==> src/hw/gpg_pkg.sv <==
/*
  Shared constants for the grouped pin-interrupt block.
  Assumes a single system clock and a synchronous active-high reset.
*/
// Functional notes
// - Two separate grouped-interrupt units, each with its own pattern and request.
// - Per-pin enable; disabled pins never affect the group condition.
// - Each enabled pin has a polarity: active when high or when low.
// - Group setting combines enabled active pins by OR or by AND.
// - Group setting picks level-sensitive or edge-triggered request.
// - Pattern present raises the unit's request toward the processor.
// - In power-saving state, wake-up is raised first, request afterwards.
// - Writing one to the status bit clears a pending request; the clear inputs act in edge mode only.
// - A match wakes the part from sleep, deep-sleep and power-down.
package gpg_pkg;
  localparam int GPG_NUM_PINS = 32;
  localparam int GPG_NUM_GROUPS = 2;
  localparam logic GPG_COMB_OR = 1'b0;
  localparam logic GPG_COMB_AND = 1'b1;
  localparam logic GPG_TRIG_LEVEL = 1'b0;
  localparam logic GPG_TRIG_EDGE = 1'b1;
  localparam logic [GPG_NUM_PINS-1:0] GPG_ENABLE_RST = 32'h0000_0000;
  localparam logic [GPG_NUM_PINS-1:0] GPG_POL_RST = 32'h0000_0000;
  localparam logic [1:0] GPG_PM_RUN = 2'h0;
  localparam logic [1:0] GPG_PM_SLEEP = 2'h1;
  localparam logic [1:0] GPG_PM_DEEP_SLEEP = 2'h2;
  localparam logic [1:0] GPG_PM_POWER_DOWN = 2'h3;
endpackage

==> src/hw/gpg_group_irq.sv <==
/*
  Two grouped pin-interrupt units with pin synchronisers, status and wake-up.
  Assumes pins are asynchronous to ref_clk and that a power controller
  returns the part to run mode (power_mode = run) after wake_req.
*/
`timescale 1ns/100ps
module gpg_group_irq (
  input wire logic ref_clk,
  input wire logic rst,
  input wire logic [gpg_pkg::GPG_NUM_PINS-1:0] pin_in,
  input wire logic [gpg_pkg::GPG_NUM_PINS-1:0] pin_enable_a,
  input wire logic [gpg_pkg::GPG_NUM_PINS-1:0] pin_polarity_a,
  input wire logic combine_and_a,
  input wire logic trig_edge_a,
  input wire logic clear_status_a,
  input wire logic [gpg_pkg::GPG_NUM_PINS-1:0] pin_enable_b,
  input wire logic [gpg_pkg::GPG_NUM_PINS-1:0] pin_polarity_b,
  input wire logic combine_and_b,
  input wire logic trig_edge_b,
  input wire logic clear_status_b,
  input wire logic [1:0] power_mode,
  output logic status_a,
  output logic status_b,
  output logic pin_group_irq_a,
  output logic pin_group_irq_b,
  output logic wake_req
);
  import gpg_pkg::*;

  logic [GPG_NUM_PINS-1:0] sync1_q;
  logic [GPG_NUM_PINS-1:0] pins_q;
  always_ff @(posedge ref_clk)
  begin
    if (rst)
    begin
      sync1_q <= '0;
      pins_q <= '0;
    end
    else
    begin
      sync1_q <= pin_in;
      pins_q <= sync1_q;
    end
  end

  wire [GPG_NUM_PINS-1:0] en_g [GPG_NUM_GROUPS];
  wire [GPG_NUM_PINS-1:0] pol_g [GPG_NUM_GROUPS];
  wire and_g [GPG_NUM_GROUPS];
  wire edge_g [GPG_NUM_GROUPS];
  wire clr_g [GPG_NUM_GROUPS];
  wire stat_g [GPG_NUM_GROUPS];
  wire cond_g [GPG_NUM_GROUPS];
  wire irq_g [GPG_NUM_GROUPS];
  assign en_g[0] = pin_enable_a;
  assign en_g[1] = pin_enable_b;
  assign pol_g[0] = pin_polarity_a;
  assign pol_g[1] = pin_polarity_b;
  assign and_g[0] = combine_and_a;
  assign and_g[1] = combine_and_b;
  assign edge_g[0] = trig_edge_a;
  assign edge_g[1] = trig_edge_b;
  assign clr_g[0] = clear_status_a;
  assign clr_g[1] = clear_status_b;

  wire sleeping = (power_mode != GPG_PM_RUN);

  genvar g;
  generate
    for (g = 0; g < GPG_NUM_GROUPS; g++)
    begin : grp
      // Polarity high: pin active when high; low: active when low
      wire [GPG_NUM_PINS-1:0] active = ~(pins_q ^ pol_g[g]);
      // Disabled pins read as neutral for the chosen combine
      wire [GPG_NUM_PINS-1:0] or_terms = active & en_g[g];
      wire [GPG_NUM_PINS-1:0] and_terms = active | ~en_g[g];
      wire any_en = |en_g[g];
      wire cond = and_g[g] ? (any_en & (&and_terms)) : (|or_terms);
      logic cond_q;
      logic stat_q;
      wire rise = cond & ~cond_q;
      // Edge: sticky, set wins over clear; level: follows condition
      wire stat_d = edge_g[g] ? (rise | (stat_q & ~clr_g[g])) : cond;
      always_ff @(posedge ref_clk)
      begin
        if (rst)
        begin
          cond_q <= 1'b0;
          stat_q <= 1'b0;
        end
        else
        begin
          cond_q <= cond;
          stat_q <= stat_d;
        end
      end
      assign stat_g[g] = stat_q;
      assign cond_g[g] = cond;
      // Request withheld while the part is still in a low-power state
      assign irq_g[g] = stat_q & ~sleeping;
    end
  endgenerate

  logic wake_q;
  // Any pending status wakes the part from any low-power mode
  wire wake_d = sleeping & (stat_g[0] | stat_g[1]);
  always_ff @(posedge ref_clk)
  begin
    if (rst)
      wake_q <= 1'b0;
    else
      wake_q <= wake_d;
  end

  assign status_a = stat_g[0];
  assign status_b = stat_g[1];
  assign pin_group_irq_a = irq_g[0];
  assign pin_group_irq_b = irq_g[1];
  assign wake_req = wake_q;

  property p_edge_sticky;
    @(posedge ref_clk) disable iff (rst)
      (trig_edge_a && $past(trig_edge_a) && status_a && !clear_status_a) |=> status_a;
  endproperty
  a_edge_sticky: assert property (p_edge_sticky) else $error("edge status lost");

  property p_edge_set;
    @(posedge ref_clk) disable iff (rst)
      (trig_edge_a && cond_g[0] && !$past(cond_g[0])) |=> status_a;
  endproperty
  a_edge_set: assert property (p_edge_set) else $error("edge not latched");

  property p_level_follow;
    @(posedge ref_clk) disable iff (rst)
      (!trig_edge_b) |=> (status_b == $past(cond_g[1]));
  endproperty
  a_level_follow: assert property (p_level_follow) else $error("level mismatch");

  property p_clear;
    @(posedge ref_clk) disable iff (rst)
      (!$past(rst) && trig_edge_a && clear_status_a && !(cond_g[0] && !$past(cond_g[0])))
        |=> !status_a;
  endproperty
  a_clear: assert property (p_clear) else $error("clear ignored");

  property p_disabled_none;
    @(posedge ref_clk) disable iff (rst)
      (pin_enable_a == '0 && !combine_and_a) |-> !cond_g[0];
  endproperty
  a_disabled_none: assert property (p_disabled_none) else $error("disabled pins act");

  property p_irq_gate;
    @(posedge ref_clk) disable iff (rst)
      pin_group_irq_b |-> (status_b && power_mode == GPG_PM_RUN);
  endproperty
  a_irq_gate: assert property (p_irq_gate) else $error("irq while asleep");

  property p_irq_run;
    @(posedge ref_clk) disable iff (rst)
      (status_a && power_mode == GPG_PM_RUN) |-> pin_group_irq_a;
  endproperty
  a_irq_run: assert property (p_irq_run) else $error("irq missing");

  property p_wake;
    @(posedge ref_clk) disable iff (rst)
      (power_mode != GPG_PM_RUN && (status_a || status_b)) |=> wake_req;
  endproperty
  a_wake: assert property (p_wake) else $error("no wake");

  property p_and_one;
    @(posedge ref_clk) disable iff (rst)
      (combine_and_b && pin_enable_b == 32'h0000_0001 && pin_polarity_b[0]) |->
        (cond_g[1] == pins_q[0]);
  endproperty
  a_and_one: assert property (p_and_one) else $error("and combine wrong");

  property p_or_one;
    @(posedge ref_clk) disable iff (rst)
      (!combine_and_b && pin_enable_b == 32'h0000_0001 && !pin_polarity_b[0]) |->
        (cond_g[1] == !pins_q[0]);
  endproperty
  a_or_one: assert property (p_or_one) else $error("or combine wrong");

  property p_edge_set_b;
    @(posedge ref_clk) disable iff (rst)
      (trig_edge_b && cond_g[1] && !$past(cond_g[1])) |=> status_b;
  endproperty
  a_edge_set_b: assert property (p_edge_set_b) else $error("edge b not latched");

  property p_edge_sticky_b;
    @(posedge ref_clk) disable iff (rst)
      (trig_edge_b && $past(trig_edge_b) && status_b && !clear_status_b) |=> status_b;
  endproperty
  a_edge_sticky_b: assert property (p_edge_sticky_b) else $error("edge b status lost");

  property p_clear_b;
    @(posedge ref_clk) disable iff (rst)
      (!$past(rst) && trig_edge_b && clear_status_b && !(cond_g[1] && !$past(cond_g[1])))
        |=> !status_b;
  endproperty
  a_clear_b: assert property (p_clear_b) else $error("clear b ignored");

  property p_level_follow_a;
    @(posedge ref_clk) disable iff (rst)
      (!trig_edge_a) |=> (status_a == $past(cond_g[0]));
  endproperty
  a_level_follow_a: assert property (p_level_follow_a) else $error("level a mismatch");

  property p_irq_gate_a;
    @(posedge ref_clk) disable iff (rst)
      pin_group_irq_a |-> (status_a && power_mode == GPG_PM_RUN);
  endproperty
  a_irq_gate_a: assert property (p_irq_gate_a) else $error("irq a while asleep");

  property p_irq_run_b;
    @(posedge ref_clk) disable iff (rst)
      (status_b && power_mode == GPG_PM_RUN) |-> pin_group_irq_b;
  endproperty
  a_irq_run_b: assert property (p_irq_run_b) else $error("irq b missing");

  property p_wake_quiet;
    @(posedge ref_clk) disable iff (rst)
      (power_mode == GPG_PM_RUN) |=> !wake_req;
  endproperty
  a_wake_quiet: assert property (p_wake_quiet) else $error("wake while running");

  c_edge: cover property (@(posedge ref_clk) disable iff (rst) trig_edge_a && $rose(status_a));
  c_clear: cover property (@(posedge ref_clk) disable iff (rst) $fell(status_a));
  c_wake: cover property (@(posedge ref_clk) disable iff (rst) $rose(wake_req));
  c_both: cover property (@(posedge ref_clk) disable iff (rst) pin_group_irq_a && pin_group_irq_b);
  c_edge_b: cover property (@(posedge ref_clk) disable iff (rst) trig_edge_b && $rose(status_b));
endmodule

==> config.mk <==
export PLATFORM = sky130hd
export DESIGN_NAME = gpg_group_irq
export DESIGN_NICKNAME = d
export VERILOG_FILES = /design/src/hw/gpg_pkg.sv /design/src/hw/gpg_group_irq.sv
export SDC_FILE = /design/constraint.sdc
export NUM_CORES = 1
export LEC_CHECK = 0
export BUFFER_PORTS_ARGS = -buffer_cell sky130_fd_sc_hd__buf_2
export CORE_AREA = 2 2 95 97
export DETAILED_ROUTE_END_ITERATION = 6
export DIE_AREA = 0 0 97 99
export PLACE_DENSITY = 0.8
export SYNTH_ARGS = -nofsm -noshare
export SYNTH_HDL_FRONTEND = slang
export SYNTH_SLANG_ARGS = --single-unit
==> constraint.sdc <==
create_clock -name ref_clk -period 2 [get_ports ref_clk]
set_clock_uncertainty 0.2 [all_clocks]
set_input_delay 0.2 -clock ref_clk [delete_from_list [all_inputs] [get_ports ref_clk]]
set_output_delay 0.2 -clock ref_clk [all_outputs]
set_load 0.005 [all_outputs]
==> metrics.md <==
| Metric | Value |
|---|---|
| Outcome | `complete, but fails checks` |
| Failing checks | `negative setup slack` |
| Final core utilization | `between 60% and 70%` |
| Register area share after synthesis | `around 40%` |
| MaxCap Viol Count | `0` |
| CTS Root Cell | `clkbuf_8` |
| Worst Path Max Fanout | `2` |
| Worst Setup SP | `pins_q[1]$_SDFF_PP0_` |
| Syn_area_per_cell | `roughly 8.7 um2` |
| Synthesized net count | `566` |
| Slew headroom | `between 60 and 70%` |
| Drt wl/cell | `about 17 um` |
| M1 GR Usage | `33.03%` |
| Routed Antenna Nets | `0` |
| Num Clock Sinks | `between 60 and 70` |
| Setup Crit Path Kind | `reg -> reg` |
| Setup_tns | `-0.2006 ns` |
| Yosys top cell by area | `dfxtp_1` |
| Worst reg-to-reg path cell count | `7` |
| Top_reg_cell synth | `dfxtp_1` |
| # fillers | `741` |
| DIE WIDTH | `97 um` |
| FP Rows | `34` |
| DRC | `0` |
| Post-synth cell types | `32` |
| Post-synth top area share | `40.09%` |
| EDFF count, synth | `0` |
| DRT Pass-1 Iters | `6` |
| RSZ-0062 raised after global routing | `true` |
| First-pass GRT wire length | `slightly below 20,000 um` |
| Met3 Use GR | `under 10%` |
| Dpl cells | `between 600 and 700` |
| FF+latch count, synth | `69` |
| Setup violators final | `3` |
| GRT Total Usage | `about a quarter` |
| Leakage | `2.664 nW` |
| Hold Crit Depth | `4` |
| Die height | `about 99 um` |
| Final worst path period share | `107.1%` |
| Max clock buf depth | `2` |
| R2R Setup Slk | `-0.14 ns` |
| RePlAce Congestion | `roughly 0.99` |
| Worst path arrival time | `between 2 and 2.5 ns` |
| CP required | `approximately 2.1 ns` |
| Crit path time final | `2.142 ns` |
| Initial antenna violation count | `1` |
| Dpl hpwl | `between 10,000 and 15,000 um` |
| Clock slew at the register clock pins of the worst setup and hold paths | `approximately 0.08 ns` |
| Die area | `approximately 9600 um2` |
| Pwr dens | `637.3 nW/um2` |
| Core Box Area | `roughly 8600 um2` |
| Area delta synth->final | `58.61%` |
| CTS tree | `done` |
| Max VDD drop | `0.4494 mV` |
| F_max | `between 0.4 and 0.5 GHz` |
| Critical Path End | `status_a$_SDFF_PP0_` |
| DR iter-0 viols | `~210` |
| Via count | `between 3,000 and 4,000` |
| Final Slew Violations | `0` |
| Global Route met2 Usage | `between 40% and 50%` |
| Largest net degree at the start of global routing | `45` |
| Vias in the first global route | `a little under 4,000` |
| Max H-tree Level | `3` |
| Nets | `810` |
| Num ports | `around 180` |
| TritonCTS Buffers | `9` |
| Fraction of layout cells with a size suffix above 1 | `about two fifths` |
| Top post-synthesis cells by area | `dfxtp_1 (40%), nor2b_1 (12%), xnor2_1 (9.2%), xor2_1 (7.1%), inv_1 (7.0%)` |
| Hold Path Class | `in -> reg` |
| Endpoints failing hold | `0` |
| Gate Count Post-Synth | `396` |
| Post-Syn Area | `about 3400 um2` |
| Initial core utilization | `40.30%` |
| Crit end category | `flop` |
| Crit start category | `flop` |
| Worst r2r dst | `status_a$_SDFF_PP0_` |
| GR peak layer | `met2` |
| Via/cell ratio | `just over 5` |
| Setup WS post-layout | `-0.1423 ns` |
| Ys async rst share | `0%` |
| Ys Warns | `0` |
| Worst slew pin tran | `~0.53 ns` |
| Final cell count without fillers | `753` |
| Diode count | `0` |
| Congestion Overflow GR | `0` |
| DRT Wirelength | `approximately 13,000 um` |
| Worst r2r src | `pins_q[1]$_SDFF_PP0_` |
| PortBufs | `between 150 and 200` |
| Worst-Skew Late Latency | `0.34 ns` |
metal layers:
layer / vias up / part of all wire (%)
met2: 206 / 49
met1: 1737 / 41
li1: 1823 / -
met5: - / 0.10
met3: 27 / 8.4
met4: 2 / 2.0
synthesized netlist by cell type, types with 6 or more instances:
cell type,n
dfxtp_1,69
nand4_1,9
clkbuf_1,6
nor2b_1,66
nor4_1,21
nor2_1,8
xor2_1,28
inv_1,64
a22oi_1,23
xnor2_1,36
o22ai_1,29
nand2_1,7
sequential cells by signal (all words and copies together) (netlist names):
register / flops
sync1_q: 32
status_b: 1
status_a: 1
wake_req: 1
pins_q: 32
grp.cond_q: 2
per-stage QoR:
step | worst slack (ns) | area (um2) | hold slack (ns) | total power, mW
6_report | -0.1423 | 5465 | 0.09775 | 3.483
5_1_grt | -0.1996 | 5465 | 0.1207 | 3.633
4_1_cts | -0.1166 | 5301 | 0.09217 | 3.446
3_5_place_dp | -0.1967 | 4632 | 0.2121 | 2.195
3_3_place_gp | -0.1691 | 4632 | 0.2061 | 2.194
2_1_floorplan | 0.04993 | 3446 | 0.1282 | 1.810
power breakdown:
part           leakage [nW]  internal [mW]  switching [mW]
sequential            0.575           1.44          0.0400
combinational          1.98          0.428           0.380
clock                 0.107          0.621           0.574
total                  2.66           2.49           0.994
how the worst min path moves through the flow:
| stage | slack [ns] | start | to |
|---|---|---|---|
| final | 0.1 | combine_and_b | grp[1].cond_q$_SDFF_PP0_ |
| after global routing | 0.12 | combine_and_b | grp[1].cond_q$_SDFF_PP0_ |
| after CTS | 0.09 | combine_and_b | grp[1].cond_q$_SDFF_PP0_ |
| after detailed placement | 0.21 | pin_in[13] | sync1_q[13]$_SDFF_PP0_ |
| after global placement | 0.21 | pin_in[23] | sync1_q[23]$_SDFF_PP0_ |
| after floorplan | 0.13 | pin_in[0] | sync1_q[0]$_SDFF_PP0_ |
repair_timing:
action / CTS / global route
hold buffers: 39 / 0
pin swaps: 1 / 10
hold endpoints to repair: 36 / 0
endpoints found under the setup margin: 3 / 4
gates resized for setup: 12 / 27
setup buffers: 0 / 1
cloned: 0 / 0
critical path, cell delays in order (launching register included):
cell and delay, ns:
dfxtp_2 0.34, xnor2_2 0.23, o22ai_2 0.10, nor4_2 0.30, nand3_1 0.12, or4_4 0.52, a21oi_2 0.16, a21o_1 0.12
kinds of logic (layout without fill, tap and decap cells):
kind of cell / after synthesis / in the layout / synth area share (%)
simple gates: 121 / 121 / 21.02
compound gates: 71 / 71 / 14.85
buf+inv: 71 / 320 / 7.770
xor+xnor: 64 / 64 / 16.27
flops: 69 / 69 / 40.09
area by class of cell:
cell class / instances / area [um2] / area share, %
clock inverters: 6 / 70.07 / 1.282
well taps: 108 / 135.1 / 2.473
flip-flops and latches: 69 / 1394 / 25.50
clock buffers: 10 / 137.6 / 2.518
inverters: 64 / 240.2 / 4.396
multi-input cells: 256 / 2012 / 36.81
repair buffers: 240 / 1476 / 27.01
cells in the final DEF (no fill, tap or decap), drive strengths merged, types with 8 or more instances in the layout:
cell type / Yosys / routed
a22oi: 23 / 23
buf: 0 / 201
clkbuf: 7 / 10
dfxtp: 69 / 69
dlygate4sd3: 0 / 39
inv: 64 / 66
nand4: 9 / 9
nor2: 8 / 8
nor2b: 66 / 66
nor4: 21 / 21
o22ai: 29 / 29
xnor2: 36 / 36
xor2: 28 / 28
Note: power is estimated with default switching activity, not from simulation.
